--- src/common/uart_flc_regs.svh ---
/*
  Register indices, field positions, reset values and levels of the UART
  FIFO and line-format control block.
  Assumes it is included by its bare name.
*/
`ifndef UART_FLC_REGS_SVH
`define UART_FLC_REGS_SVH

`define UFL_IDX_DIV_LO     4'h0
`define UFL_IDX_DIV_HI     4'h1
`define UFL_IDX_FIFO_CTRL  4'h2
`define UFL_IDX_LINE_FMT   4'h3
`define UFL_IDX_MODEM_CTRL 4'h4
`define UFL_IDX_TRIG_TBL   4'h8
`define UFL_IDX_ENH_FEAT   4'h9
`define UFL_IDX_RX_PROG    4'hA
`define UFL_IDX_TX_PROG    4'hB
`define UFL_IDX_STATUS     4'hC

`define UFL_RST_FIFO_CTRL  8'h00
`define UFL_RST_LINE_FMT   8'h1D
`define UFL_RST_MODEM_CTRL 8'h00
`define UFL_RST_OTHER      8'h00

`define UFL_ENH_UNLOCK     4
`define UFL_ENH_AUTO_RTS   6
`define UFL_ENH_SW_FLOW    3
`define UFL_MCR_PRESCALE   7
`define UFL_MCR_TRIG_ACC   6

`define UFL_DEPTH_ON       7'h40
`define UFL_DEPTH_OFF      7'h01
`define UFL_HALT_MAX       8'h3C
`define UFL_PRESCALE_LAST  2'h3
`define UFL_STOP_ONE       3'h2
`define UFL_STOP_ONE_HALF  3'h3
`define UFL_STOP_TWO       3'h4

`endif

--- src/common/uart_flc_pkg.sv ---
/*
  Types of the UART FIFO and line-format control block.
  Assumes nothing of its surroundings.
*/
package uart_flc_pkg;

  typedef enum logic [1:0] {
    TBL_A = 2'h0,
    TBL_B = 2'h1,
    TBL_C = 2'h2,
    TBL_D = 2'h3
  } table_t;

  typedef logic [6:0] level_t;

endpackage

--- src/logic/uart_fifo_line_control.sv ---
/*
  FIFO control and line-format control of one UART channel, with an
  Avalon-MM register slave.
  Assumes fill counts and serial data come from logic on CLOCK.
*/
// Local design decision: the Avalon-MM slave port.
`timescale 1ns/1ps
`include "uart_flc_regs.svh"

module uart_fifo_line_control (
  // Clock and reset
  input  wire logic        CLOCK,
  input  wire logic        RST,
  // Avalon-MM slave
  input  wire logic [5:0]  ADDRESS,
  input  wire logic        READ,
  input  wire logic        WRITE,
  input  wire logic [3:0]  BYTEENABLE,
  input  wire logic [31:0] WRITEDATA,
  output logic      [31:0] READDATA,
  output logic             WAITREQUEST,
  // FIFO side
  input  wire logic [6:0]  RX_FILL,
  input  wire logic [6:0]  TX_FILL,
  output logic             RX_FIFO_CLR,
  output logic             TX_FIFO_CLR,
  output logic             FIFO_ENABLE,
  output logic      [6:0]  FIFO_DEPTH,
  output logic      [6:0]  RX_TRIGGER,
  output logic      [6:0]  TX_TRIGGER,
  output logic             RX_TRIG_HIT,
  output logic             TX_TRIG_HIT,
  output logic             DMA_MODE,
  output logic             RX_DMA_REQ,
  output logic             TX_DMA_REQ,
  // Flow control
  output logic             RTS_HALT,
  output logic             XOFF_REQ,
  output logic             XON_REQ,
  // Line format
  input  wire logic        TX_SERIAL,
  output logic             TXD,
  input  wire logic [7:0]  TX_CHAR,
  output logic             TX_PARITY,
  input  wire logic [7:0]  RX_CHAR,
  input  wire logic        RX_PARITY,
  output logic             RX_PARITY_ERR,
  output logic             PARITY_ENABLE,
  output logic      [3:0]  WORD_BITS,
  output logic      [2:0]  STOP_HALF_BITS,
  output logic      [15:0] DIVISOR,
  output logic             PRESCALE_TICK
);

  // Receive table: index 0 is empty, 1..4 the levels, 5 the full FIFO
  function automatic uart_flc_pkg::level_t rx_tbl(
    input uart_flc_pkg::table_t t,
    input logic [2:0]           i
  );
    logic [6:0] v;
    v = 7'h00;
    case (i)
      3'h1: v = (t == uart_flc_pkg::TBL_A) ? 7'h01 : 7'h08;
      3'h2: v = (t == uart_flc_pkg::TBL_A) ? 7'h04 : 7'h10;
      3'h3: v = (t == uart_flc_pkg::TBL_A) ? 7'h08 :
                (t == uart_flc_pkg::TBL_B) ? 7'h18 : 7'h38;
      3'h4: v = (t == uart_flc_pkg::TBL_A) ? 7'h0E :
                (t == uart_flc_pkg::TBL_B) ? 7'h1C : 7'h3C;
      3'h5: v = `UFL_DEPTH_ON;
      default: v = 7'h00;
    endcase
    return v;
  endfunction

  function automatic uart_flc_pkg::level_t tx_tbl(
    input uart_flc_pkg::table_t t,
    input logic [1:0]           c
  );
    logic [6:0] v;
    v = 7'h01;
    case (t)
      uart_flc_pkg::TBL_B:
        case (c)
          2'h0:    v = 7'h10;
          2'h1:    v = 7'h08;
          2'h2:    v = 7'h18;
          default: v = 7'h1E;
        endcase
      uart_flc_pkg::TBL_C:
        case (c)
          2'h0:    v = 7'h08;
          2'h1:    v = 7'h10;
          2'h2:    v = 7'h20;
          default: v = 7'h38;
        endcase
      default: v = 7'h01;
    endcase
    return v;
  endfunction

  // Parity bit for a character of the programmed length
  function automatic logic parity_of(
    input logic [7:0] d,
    input logic [7:0] lf
  );
    logic [7:0] m;
    logic       p;
    m = d & (8'hFF >> (2'h3 - lf[1:0]));
    p = lf[4] ? (^m) : ~(^m);
    if (lf[5])
    begin
      p = ~lf[4];
    end
    return p;
  endfunction

  logic [7:0]  div_lo_r;
  logic [7:0]  div_hi_r;
  logic [7:0]  fifo_ctrl_r;
  logic [7:0]  line_fmt_r;
  logic [7:0]  modem_ctrl_r;
  logic [7:0]  trig_tbl_r;
  logic [7:0]  enh_feat_r;
  logic [7:0]  rx_prog_r;
  logic [7:0]  tx_prog_r;
  logic        waitreq_r;
  logic [31:0] rdata_r;
  logic        rx_clr_r;
  logic        tx_clr_r;
  logic        hw_halt_r;
  logic        sw_halt_r;
  logic        xoff_r;
  logic        xon_r;
  logic [1:0]  pre_cnt_r;
  logic        tick_r;
  logic        txd_r;
  logic        tx_par_r;
  logic        rx_perr_r;
  logic [6:0]  rx_trig_r;
  logic [6:0]  tx_trig_r;
  logic        rx_hit_r;
  logic        tx_hit_r;

  // Bus decode
  wire  [3:0]  idx      = ADDRESS[5:2];
  wire         dlab     = line_fmt_r[7];
  wire         trig_acc = modem_ctrl_r[`UFL_MCR_TRIG_ACC];
  wire         unlock   = enh_feat_r[`UFL_ENH_UNLOCK];
  wire         wr_go    = WRITE & ~waitreq_r & BYTEENABLE[0];
  wire         rd_cap   = READ & waitreq_r;
  wire  [7:0]  wd       = WRITEDATA[7:0];
  wire         sel_dlo  = (idx == `UFL_IDX_DIV_LO) & dlab;
  wire         sel_dhi  = (idx == `UFL_IDX_DIV_HI) & dlab;
  wire         sel_fcr  = (idx == `UFL_IDX_FIFO_CTRL) & ~dlab;
  wire         sel_lcr  = (idx == `UFL_IDX_LINE_FMT);
  wire         sel_mcr  = (idx == `UFL_IDX_MODEM_CTRL) & ~dlab;
  wire         sel_tbl  = (idx == `UFL_IDX_TRIG_TBL);
  wire         sel_enh  = (idx == `UFL_IDX_ENH_FEAT);
  wire         sel_rxp  = (idx == `UFL_IDX_RX_PROG) & trig_acc;
  wire         sel_txp  = (idx == `UFL_IDX_TX_PROG) & trig_acc;
  wire         sel_st   = (idx == `UFL_IDX_STATUS);
  wire         fcr_wr   = wr_go & sel_fcr;
  wire         fcr_open = wd[0];

  wire  [7:0]  status   = {4'h0, tx_hit_r, rx_hit_r, sw_halt_r, hw_halt_r};
  wire  [7:0]  rd_mux   = sel_dlo ? div_lo_r :
                          sel_dhi ? div_hi_r :
                          sel_lcr ? line_fmt_r :
                          sel_mcr ? modem_ctrl_r :
                          sel_tbl ? trig_tbl_r :
                          sel_enh ? enh_feat_r :
                          sel_rxp ? rx_prog_r :
                          sel_txp ? tx_prog_r :
                          sel_st  ? status : 8'h00;

  // Next fifo_control value; writes with bit 0 low touch only bit 0
  wire  [1:0]  tx_code_wr = unlock ? wd[5:4] : fifo_ctrl_r[5:4];
  wire  [7:0]  fcr_nxt    = fcr_open ?
                            {wd[7:6], tx_code_wr, wd[3], 2'h0, 1'b1} :
                            {fifo_ctrl_r[7:1], 1'b0};
  wire  [7:0]  mcr_nxt    = unlock ? wd : {modem_ctrl_r[7:5], wd[4:0]};

  // Trigger selection
  wire                      fifo_en = fifo_ctrl_r[0];
  wire uart_flc_pkg::table_t tbl    = uart_flc_pkg::table_t'(trig_tbl_r[5:4]);
  wire         tbl_d    = (tbl == uart_flc_pkg::TBL_D);
  wire  [2:0]  rx_idx   = {1'b0, fifo_ctrl_r[7:6]} + 3'h1;
  wire  [1:0]  tx_code  = unlock ? fifo_ctrl_r[5:4] : 2'h0;
  wire  [6:0]  prog_rx  = {1'b0, rx_prog_r[5:0]};
  wire  [6:0]  hyst     = {3'h0, trig_tbl_r[3:0]};
  wire  [6:0]  depth    = fifo_en ? `UFL_DEPTH_ON : `UFL_DEPTH_OFF;
  wire  [6:0]  rx_trig  = ~fifo_en ? `UFL_DEPTH_OFF :
                          tbl_d ? prog_rx :
                          rx_tbl(tbl, rx_idx);
  wire  [6:0]  tx_trig  = ~fifo_en ? `UFL_DEPTH_OFF :
                          tbl_d ? {1'b0, tx_prog_r[5:0]} :
                          tx_tbl(tbl, tx_code);

  // Flow thresholds
  wire  [7:0]  d_sum    = {1'b0, prog_rx} + {1'b0, hyst};
  wire  [6:0]  d_halt   = (d_sum > `UFL_HALT_MAX) ?
                          7'(`UFL_HALT_MAX) : d_sum[6:0];
  wire  [6:0]  d_resume = (prog_rx > hyst) ? (prog_rx - hyst) : 7'h00;
  wire  [6:0]  halt_lvl = tbl_d ? d_halt :
                          rx_tbl(tbl, rx_idx + 3'h1);
  wire  [6:0]  res_lvl  = tbl_d ? d_resume :
                          rx_tbl(tbl, rx_idx - 3'h1);
  wire         auto_rts = enh_feat_r[`UFL_ENH_AUTO_RTS];
  wire         sw_flow  = enh_feat_r[`UFL_ENH_SW_FLOW];
  wire         at_halt  = RX_FILL >= halt_lvl;
  wire         at_res   = RX_FILL <= res_lvl;
  wire         sw_set   = sw_flow & ~sw_halt_r & (RX_FILL == rx_trig);
  wire         sw_rel   = sw_halt_r & at_res & ~sw_set;
  wire         hw_nxt   = ~auto_rts ? 1'b0 :
                          at_halt ? 1'b1 :
                          at_res ? 1'b0 : hw_halt_r;

  // Level comparison and line helpers
  wire  [6:0]  tx_space = depth - TX_FILL;
  wire         rx_hit   = RX_FILL >= rx_trig;
  wire         tx_hit   = tx_space >= tx_trig;
  wire         div4     = modem_ctrl_r[`UFL_MCR_PRESCALE];
  wire         tick_nxt = ~div4 | (pre_cnt_r == `UFL_PRESCALE_LAST);
  wire         par_en   = line_fmt_r[3];
  wire  [2:0]  stop_hb  = ~line_fmt_r[2] ? `UFL_STOP_ONE :
                          (line_fmt_r[1:0] == 2'h0) ? `UFL_STOP_ONE_HALF :
                          `UFL_STOP_TWO;
  wire         rx_perr  = par_en & (parity_of(RX_CHAR, line_fmt_r) != RX_PARITY);

  // Avalon answer: one wait cycle, then waitrequest low for one cycle
  always_ff @(posedge CLOCK or posedge RST)
  begin
    if (RST)
    begin
      waitreq_r <= 1'b1;
      rdata_r   <= 32'h0000_0000;
    end
    else
    begin
      waitreq_r <= ~((READ | WRITE) & waitreq_r);
      if (rd_cap)
      begin
        rdata_r <= {24'h00_0000, rd_mux};
      end
    end
  end

  always_ff @(posedge CLOCK or posedge RST)
  begin
    if (RST)
    begin
      div_lo_r     <= `UFL_RST_OTHER;
      div_hi_r     <= `UFL_RST_OTHER;
      fifo_ctrl_r  <= `UFL_RST_FIFO_CTRL;
      line_fmt_r   <= `UFL_RST_LINE_FMT;
      modem_ctrl_r <= `UFL_RST_MODEM_CTRL;
      trig_tbl_r   <= `UFL_RST_OTHER;
      enh_feat_r   <= `UFL_RST_OTHER;
      rx_prog_r    <= `UFL_RST_OTHER;
      tx_prog_r    <= `UFL_RST_OTHER;
    end
    else if (wr_go)
    begin
      if (sel_dlo) div_lo_r <= wd;
      if (sel_dhi) div_hi_r <= wd;
      if (sel_fcr) fifo_ctrl_r <= fcr_nxt;
      if (sel_lcr) line_fmt_r <= wd;
      if (sel_mcr) modem_ctrl_r <= mcr_nxt;
      if (sel_tbl) trig_tbl_r <= wd;
      if (sel_enh) enh_feat_r <= wd;
      if (sel_rxp) rx_prog_r <= wd;
      if (sel_txp) tx_prog_r <= wd;
    end
  end

  // FIFO clear pulses last one cycle; the stored bits stay zero
  always_ff @(posedge CLOCK or posedge RST)
  begin
    if (RST)
    begin
      rx_clr_r <= 1'b0;
      tx_clr_r <= 1'b0;
    end
    else
    begin
      rx_clr_r <= fcr_wr & fcr_open & wd[1];
      tx_clr_r <= fcr_wr & fcr_open & wd[2];
    end
  end

  always_ff @(posedge CLOCK or posedge RST)
  begin
    if (RST)
    begin
      hw_halt_r <= 1'b0;
      sw_halt_r <= 1'b0;
      xoff_r    <= 1'b0;
      xon_r     <= 1'b0;
    end
    else
    begin
      hw_halt_r <= hw_nxt;
      sw_halt_r <= sw_set | (sw_halt_r & ~sw_rel);
      xoff_r    <= sw_set;
      xon_r     <= sw_rel;
    end
  end

  always_ff @(posedge CLOCK or posedge RST)
  begin
    if (RST)
    begin
      rx_trig_r <= `UFL_DEPTH_OFF;
      tx_trig_r <= `UFL_DEPTH_OFF;
      rx_hit_r  <= 1'b0;
      tx_hit_r  <= 1'b0;
    end
    else
    begin
      rx_trig_r <= rx_trig;
      tx_trig_r <= tx_trig;
      rx_hit_r  <= rx_hit;
      tx_hit_r  <= tx_hit;
    end
  end

  always_ff @(posedge CLOCK or posedge RST)
  begin
    if (RST)
    begin
      pre_cnt_r <= 2'h0;
      tick_r    <= 1'b0;
      txd_r     <= 1'b1;
      tx_par_r  <= 1'b0;
      rx_perr_r <= 1'b0;
    end
    else
    begin
      pre_cnt_r <= div4 ? pre_cnt_r + 2'h1 : 2'h0;
      tick_r    <= tick_nxt;
      txd_r     <= TX_SERIAL & ~line_fmt_r[6];
      tx_par_r  <= par_en & parity_of(TX_CHAR, line_fmt_r);
      rx_perr_r <= rx_perr;
    end
  end

  // Outputs; the configuration registers themselves are flip-flops
  assign READDATA       = rdata_r;
  assign WAITREQUEST    = waitreq_r;
  assign RX_FIFO_CLR    = rx_clr_r;
  assign TX_FIFO_CLR    = tx_clr_r;
  assign FIFO_ENABLE    = fifo_ctrl_r[0];
  assign FIFO_DEPTH     = fifo_ctrl_r[0] ? `UFL_DEPTH_ON : `UFL_DEPTH_OFF;
  assign RX_TRIGGER     = rx_trig_r;
  assign TX_TRIGGER     = tx_trig_r;
  assign RX_TRIG_HIT    = rx_hit_r;
  assign TX_TRIG_HIT    = tx_hit_r;
  assign DMA_MODE       = fifo_ctrl_r[3];
  assign RX_DMA_REQ     = fifo_ctrl_r[3] & rx_hit_r;
  assign TX_DMA_REQ     = fifo_ctrl_r[3] & tx_hit_r;
  assign RTS_HALT       = hw_halt_r;
  assign XOFF_REQ       = xoff_r;
  assign XON_REQ        = xon_r;
  assign TXD            = txd_r;
  assign TX_PARITY      = tx_par_r;
  assign RX_PARITY_ERR  = rx_perr_r;
  assign PARITY_ENABLE  = line_fmt_r[3];
  assign WORD_BITS      = {2'h1, line_fmt_r[1:0]} + 4'h1;
  assign STOP_HALF_BITS = stop_hb;
  assign DIVISOR        = {div_hi_r, div_lo_r};
  assign PRESCALE_TICK  = tick_r;

endmodule // uart_fifo_line_control

--- config.mk ---
export PLATFORM = sky130hd
export DESIGN_NAME = uart_fifo_line_control
export DESIGN_NICKNAME = d
export VERILOG_FILES = /design/src/common/uart_flc_pkg.sv /design/src/logic/uart_fifo_line_control.sv
export VERILOG_INCLUDE_DIRS = /design/src /design/src/common
export SDC_FILE = /design/constraint.sdc
export NUM_CORES = 1
export LEC_CHECK = 0
export BUFFER_PORTS_ARGS = -buffer_cell sky130_fd_sc_hd__buf_2
export CORE_MARGIN = 2
export CORE_UTILIZATION = 50
export DETAILED_ROUTE_END_ITERATION = 10
export PLACE_DENSITY = 0.76
export SLEW_MARGIN = 20
export SYNTH_ARGS = -nofsm -noshare
export SYNTH_HDL_FRONTEND = slang
export SYNTH_SLANG_ARGS = --single-unit
--- constraint.sdc ---
create_clock -name CLOCK -period 5.1 [get_ports CLOCK]
set_clock_uncertainty 0.2 [all_clocks]
set_input_delay 0.51 -clock CLOCK [delete_from_list [all_inputs] [get_ports CLOCK]]
set_output_delay 0.51 -clock CLOCK [all_outputs]
set_load 0.1 [all_outputs]
==> flow_metrics.py <==
metrics = {
    "sta": {
        "finalSetupViolations": 0,
        "tns_ps": 0,
        "clock.fmax_mhz": 256,
        "hold_violations": 0,
        "slew_violations": 0,
        "hold_slack_ps": 134,
        "rsz0062_at_grt": "no",
        "slew_headroom_pct": 35.6,
        "finalCritPeriodShare_pct": 76.7,
        "finalCriticalPeriod_ps": 3910,
        "tightestPinTransition_ps": 958,
    },
    "route": {
        "post_drt_wl_per_cell_um": 16.9,
        "wirelength_um": 16800,
        "drt_first_pass_iters": 5,
        "drt_first_iter_violations": 449,
        "drc": 0,
        "avgViaCountPerCell": 5.65,
        "vias": 5610,
        "antenna_left": 0,
    },
    "global_route": {
        "grt_first_pass_wirelength_um": 26900,
        "gr-usage-met1_pct": 33.2,
        "grt_overflow": 0,
        "grt_busiest_layer": "met2",
        "grt_pass1_vias": 5209,
        "grt_antenna_before_repair": 0,
        "track_usage_pct": 23.2,
        "use_met2_pct": 35.9,
        "grt_max_degree": 70,
        "use_met3_pct": 5.52,
    },
    "yosys": {
        "synth.distinct_cells": 70,
        "synth_area_um2": 6910,
        "async_flop_share_pct": 100,
        "synth_edf_count": 0,
        "ys_seq_area_share_pct": 38.6,
        "yosys_warnings": 0,
        "syn_inst": 720,
        "synth-main-ff-cell": "dfrtp_1",
        "synth_seq_cells": 106,
        "syn_avg_cell_area_um2": 9.59,
    },
    "setup_path": {
        "reg2reg_to": "RTS_HALT",
        "crit_slowest_cell": "dfrtp_1",
        "crit_path_end_kind": "flip-flop",
        "critPathKind": "reg -> reg",
        "required_ps": 5120,
        "cp_slowest_stage_delay_ps": 410,
        "arrival_ps": 3930,
        "r2r_slack_ps": 1190,
        "timing.rr.start": "trig_tbl_r[0]",
        "critPathLaunch": "trig_tbl_r[0]",
        "crit_fanout": 5,
        "startpoint_type": "flip-flop",
        "reg2regPathDepth": 14,
        "cp_cell_sequence": "ha_1 > fa_1 > nor2b_2 > or2_1 > o311a_1 > a2111oi_4 > nor2_1 > a22oi_1 > ha_1 > a21o_1 > a21o_1 > a21oi_1 > o21ai_0 > o2bb2ai_1",
    },
    "place": {
        "globalplace.congestion": 0.914,
        "dp.cells": 977,
        "hpwl_um": 12500,
        "portBuffers": 111,
    },
    "floorplan": {
        "ios": 171,
        "core_area_um2": 13300,
        "die_h_um": 122,
        "die_w_um": 122,
        "die_area_um2": 14800,
        "initial_core_util_pct": 51.7,
        "rows": 42,
    },
    "cts": {
        "htree_num_levels": 3,
        "clk_path_buf_depth": 2,
        "clk_pin_slew_worst_paths_ps": 70,
        "insertion_delay_ps": 350,
        "cts_made_buffers": 9,
        "root_buffer": "clkbuf_16",
        "clock_sinks": 106,
        "cts_tree": "done",
        "holdBufCountCts": 0,
        "post-cts-setup-buffers": 0,
        "cts_resized": 0,
    },
    "power_and_ir_drop": {
        "switching_share_pct": 39.4,
        "switchingPower_uw": 960,
        "intPower_uw": 1480,
        "power.leakage_uw": 0.00386,
        "power_frac_comb_pct": 32.1,
        "clkPwrFrac_pct": 28.1,
        "pwr-share-seq_pct": 39.8,
        "powerDensity_nw_per_um2": 315,
        "irDropWorstVdd_mv": 0.204,
    },
    "final_layout": {
        "nets": 947,
        "finalNonFillerCells": 993,
        "layout_common_cells": "buf_2, dfrtp_1, nand2_1",
        "nFillCells": 1173,
        "area.growth.synth_to_final_pct": 12.1,
        "final_common_cell": "buf_2",
        "drive_gt1_share_pct": 25.3,
        "num_antenna_cells": 0,
    },
    "hold_path": {
        "worstHoldPathType": "in -> async",
    },
    "outcome": {
        "status": "complete, no violations",
    },
    "flow_run": {
        "maxCapViolations": 0,
    },
}
==> per-stage QoR <==
stage	instance area, µm²	utilization, %	total power [µW]	worst slack [ps]
2_1_floorplan	7020	-	1630	750
3_3_place_gp	7450	55.8	1750	1240
3_5_place_dp	7450	55.8	1760	1260
4_1_cts	7740	58.0	2440	1220
5_1_grt	7740	58.0	2550	992
6_report	7740	58.0	2440	1190
==> cells in the mapped netlist, types with 3 or more instances <==
master / instances / share of area [%]
nand4_1: 9 / 0.82
a31oi_1: 7 / 0.63
o22ai_1: 9 / 0.82
clkbuf_1: 19 / 1.0
a22o_1: 4 / 0.51
a21oi_1: 37 / 2.7
a211oi_1: 4 / 0.43
buf_4: 31 / 3.4
a32oi_1: 4 / 0.51
a221oi_1: 6 / 0.76
o21bai_1: 3 / 0.33
ha_1: 55 / 10
buf_1: 3 / 0.16
a22oi_1: 4 / 0.43
buf_2: 8 / 0.58
nand2b_1: 12 / 1.1
o21ai_0: 39 / 2.8
xor2_1: 6 / 0.76
nor2b_1: 14 / 1.3
nand3b_1: 5 / 0.54
a21boi_0: 3 / 0.33
dfstp_2: 8 / 3.0
inv_1: 46 / 2.5
nor2_1: 42 / 2.3
o21a_1: 5 / 0.54
a21o_1: 5 / 0.54
nand2_1: 64 / 3.5
nand3_1: 11 / 0.80
xnor2_1: 21 / 2.7
and3_1: 5 / 0.45
o31ai_1: 4 / 0.43
and2_1: 9 / 0.82
mux2_2: 59 / 9.6
mux2i_1: 4 / 0.58
or3_1: 7 / 0.63
nor3_1: 11 / 0.80
dfrtp_1: 98 / 36
==> power groups by stage <==
stage / combinational [µW] / clock [µW] / sequential (µW)
2_1_floorplan: 486 / 0 / 1140
3_3_place_gp: 768 / 0 / 981
3_5_place_dp: 778 / 0 / 982
4_1_cts: 782 / 688 / 967
5_1_grt: 837 / 732 / 976
6_report: 782 / 685 / 969
==> routing by layer <==
layer  wire [µm]  part of all wire, %
met5           0                    0
met3        1320                  7.9
met2        7570                   45
met4         210                  1.3
met1        7660                   46
==> how the worst max path moves through the flow <==
stage | to | slack [ps] | cells after the start
finish | RTS_HALT | 1190 | 14
global route | XON_REQ | 990 | 14
CTS | RTS_HALT | 1220 | 14
detailed placement | RTS_HALT | 1260 | 14
global placement | RTS_HALT | 1240 | 14
floorplan | STOP_HALF_BITS[1] | 750 | 4
==> flip-flops by register name (all words and copies together) (netlist names), 6 cells and up <==
name and cells:
READDATA 8, RX_TRIGGER 7, TX_TRIGGER 6, div_hi_r 8, div_lo_r 8, enh_feat_r 8, fifo_ctrl_r 6, line_fmt_r 8
modem_ctrl_r 8, rx_prog_r 8, trig_tbl_r 8, tx_prog_r 8
==> logic make-up after synthesis <==
kind of cell / after synthesis / share of synthesized area, %
DFF: 106 / 38.6
muxes: 64 / 10.4
xor gates and xnor gates: 27 / 3.42
and+or+nand+nor: 207 / 15.1
AOI/OAI and AO/OA: 151 / 14.3
buffers and inverters: 107 / 7.64
adders and majority gates: 57 / 10.5
other: 1 / 0.0543
==> worst max-delay path: cells and delay by family, from the launching register on <==
family / cells / cell delay (ps)
compound gates: 8 / 1740
fa+ha+maj: 3 / 890
simple gates: 3 / 530
flops: 1 / 410
==> layout make-up <==
| cell class | count | area, µm² | area share (%) |
|---|---|---|---|
| clock buffers | 11 | 233 | 3.01 |
| clock inverters | 5 | 55.1 | 0.711 |
| inverters | 46 | 175 | 2.26 |
| multi-input cells | 536 | 3820 | 49.4 |
| flip-flops and latches | 106 | 2660 | 34.4 |
| well taps | 176 | 220 | 2.84 |
| repair buffers | 113 | 571 | 7.37 |
(Power assumes the default switching activity.)
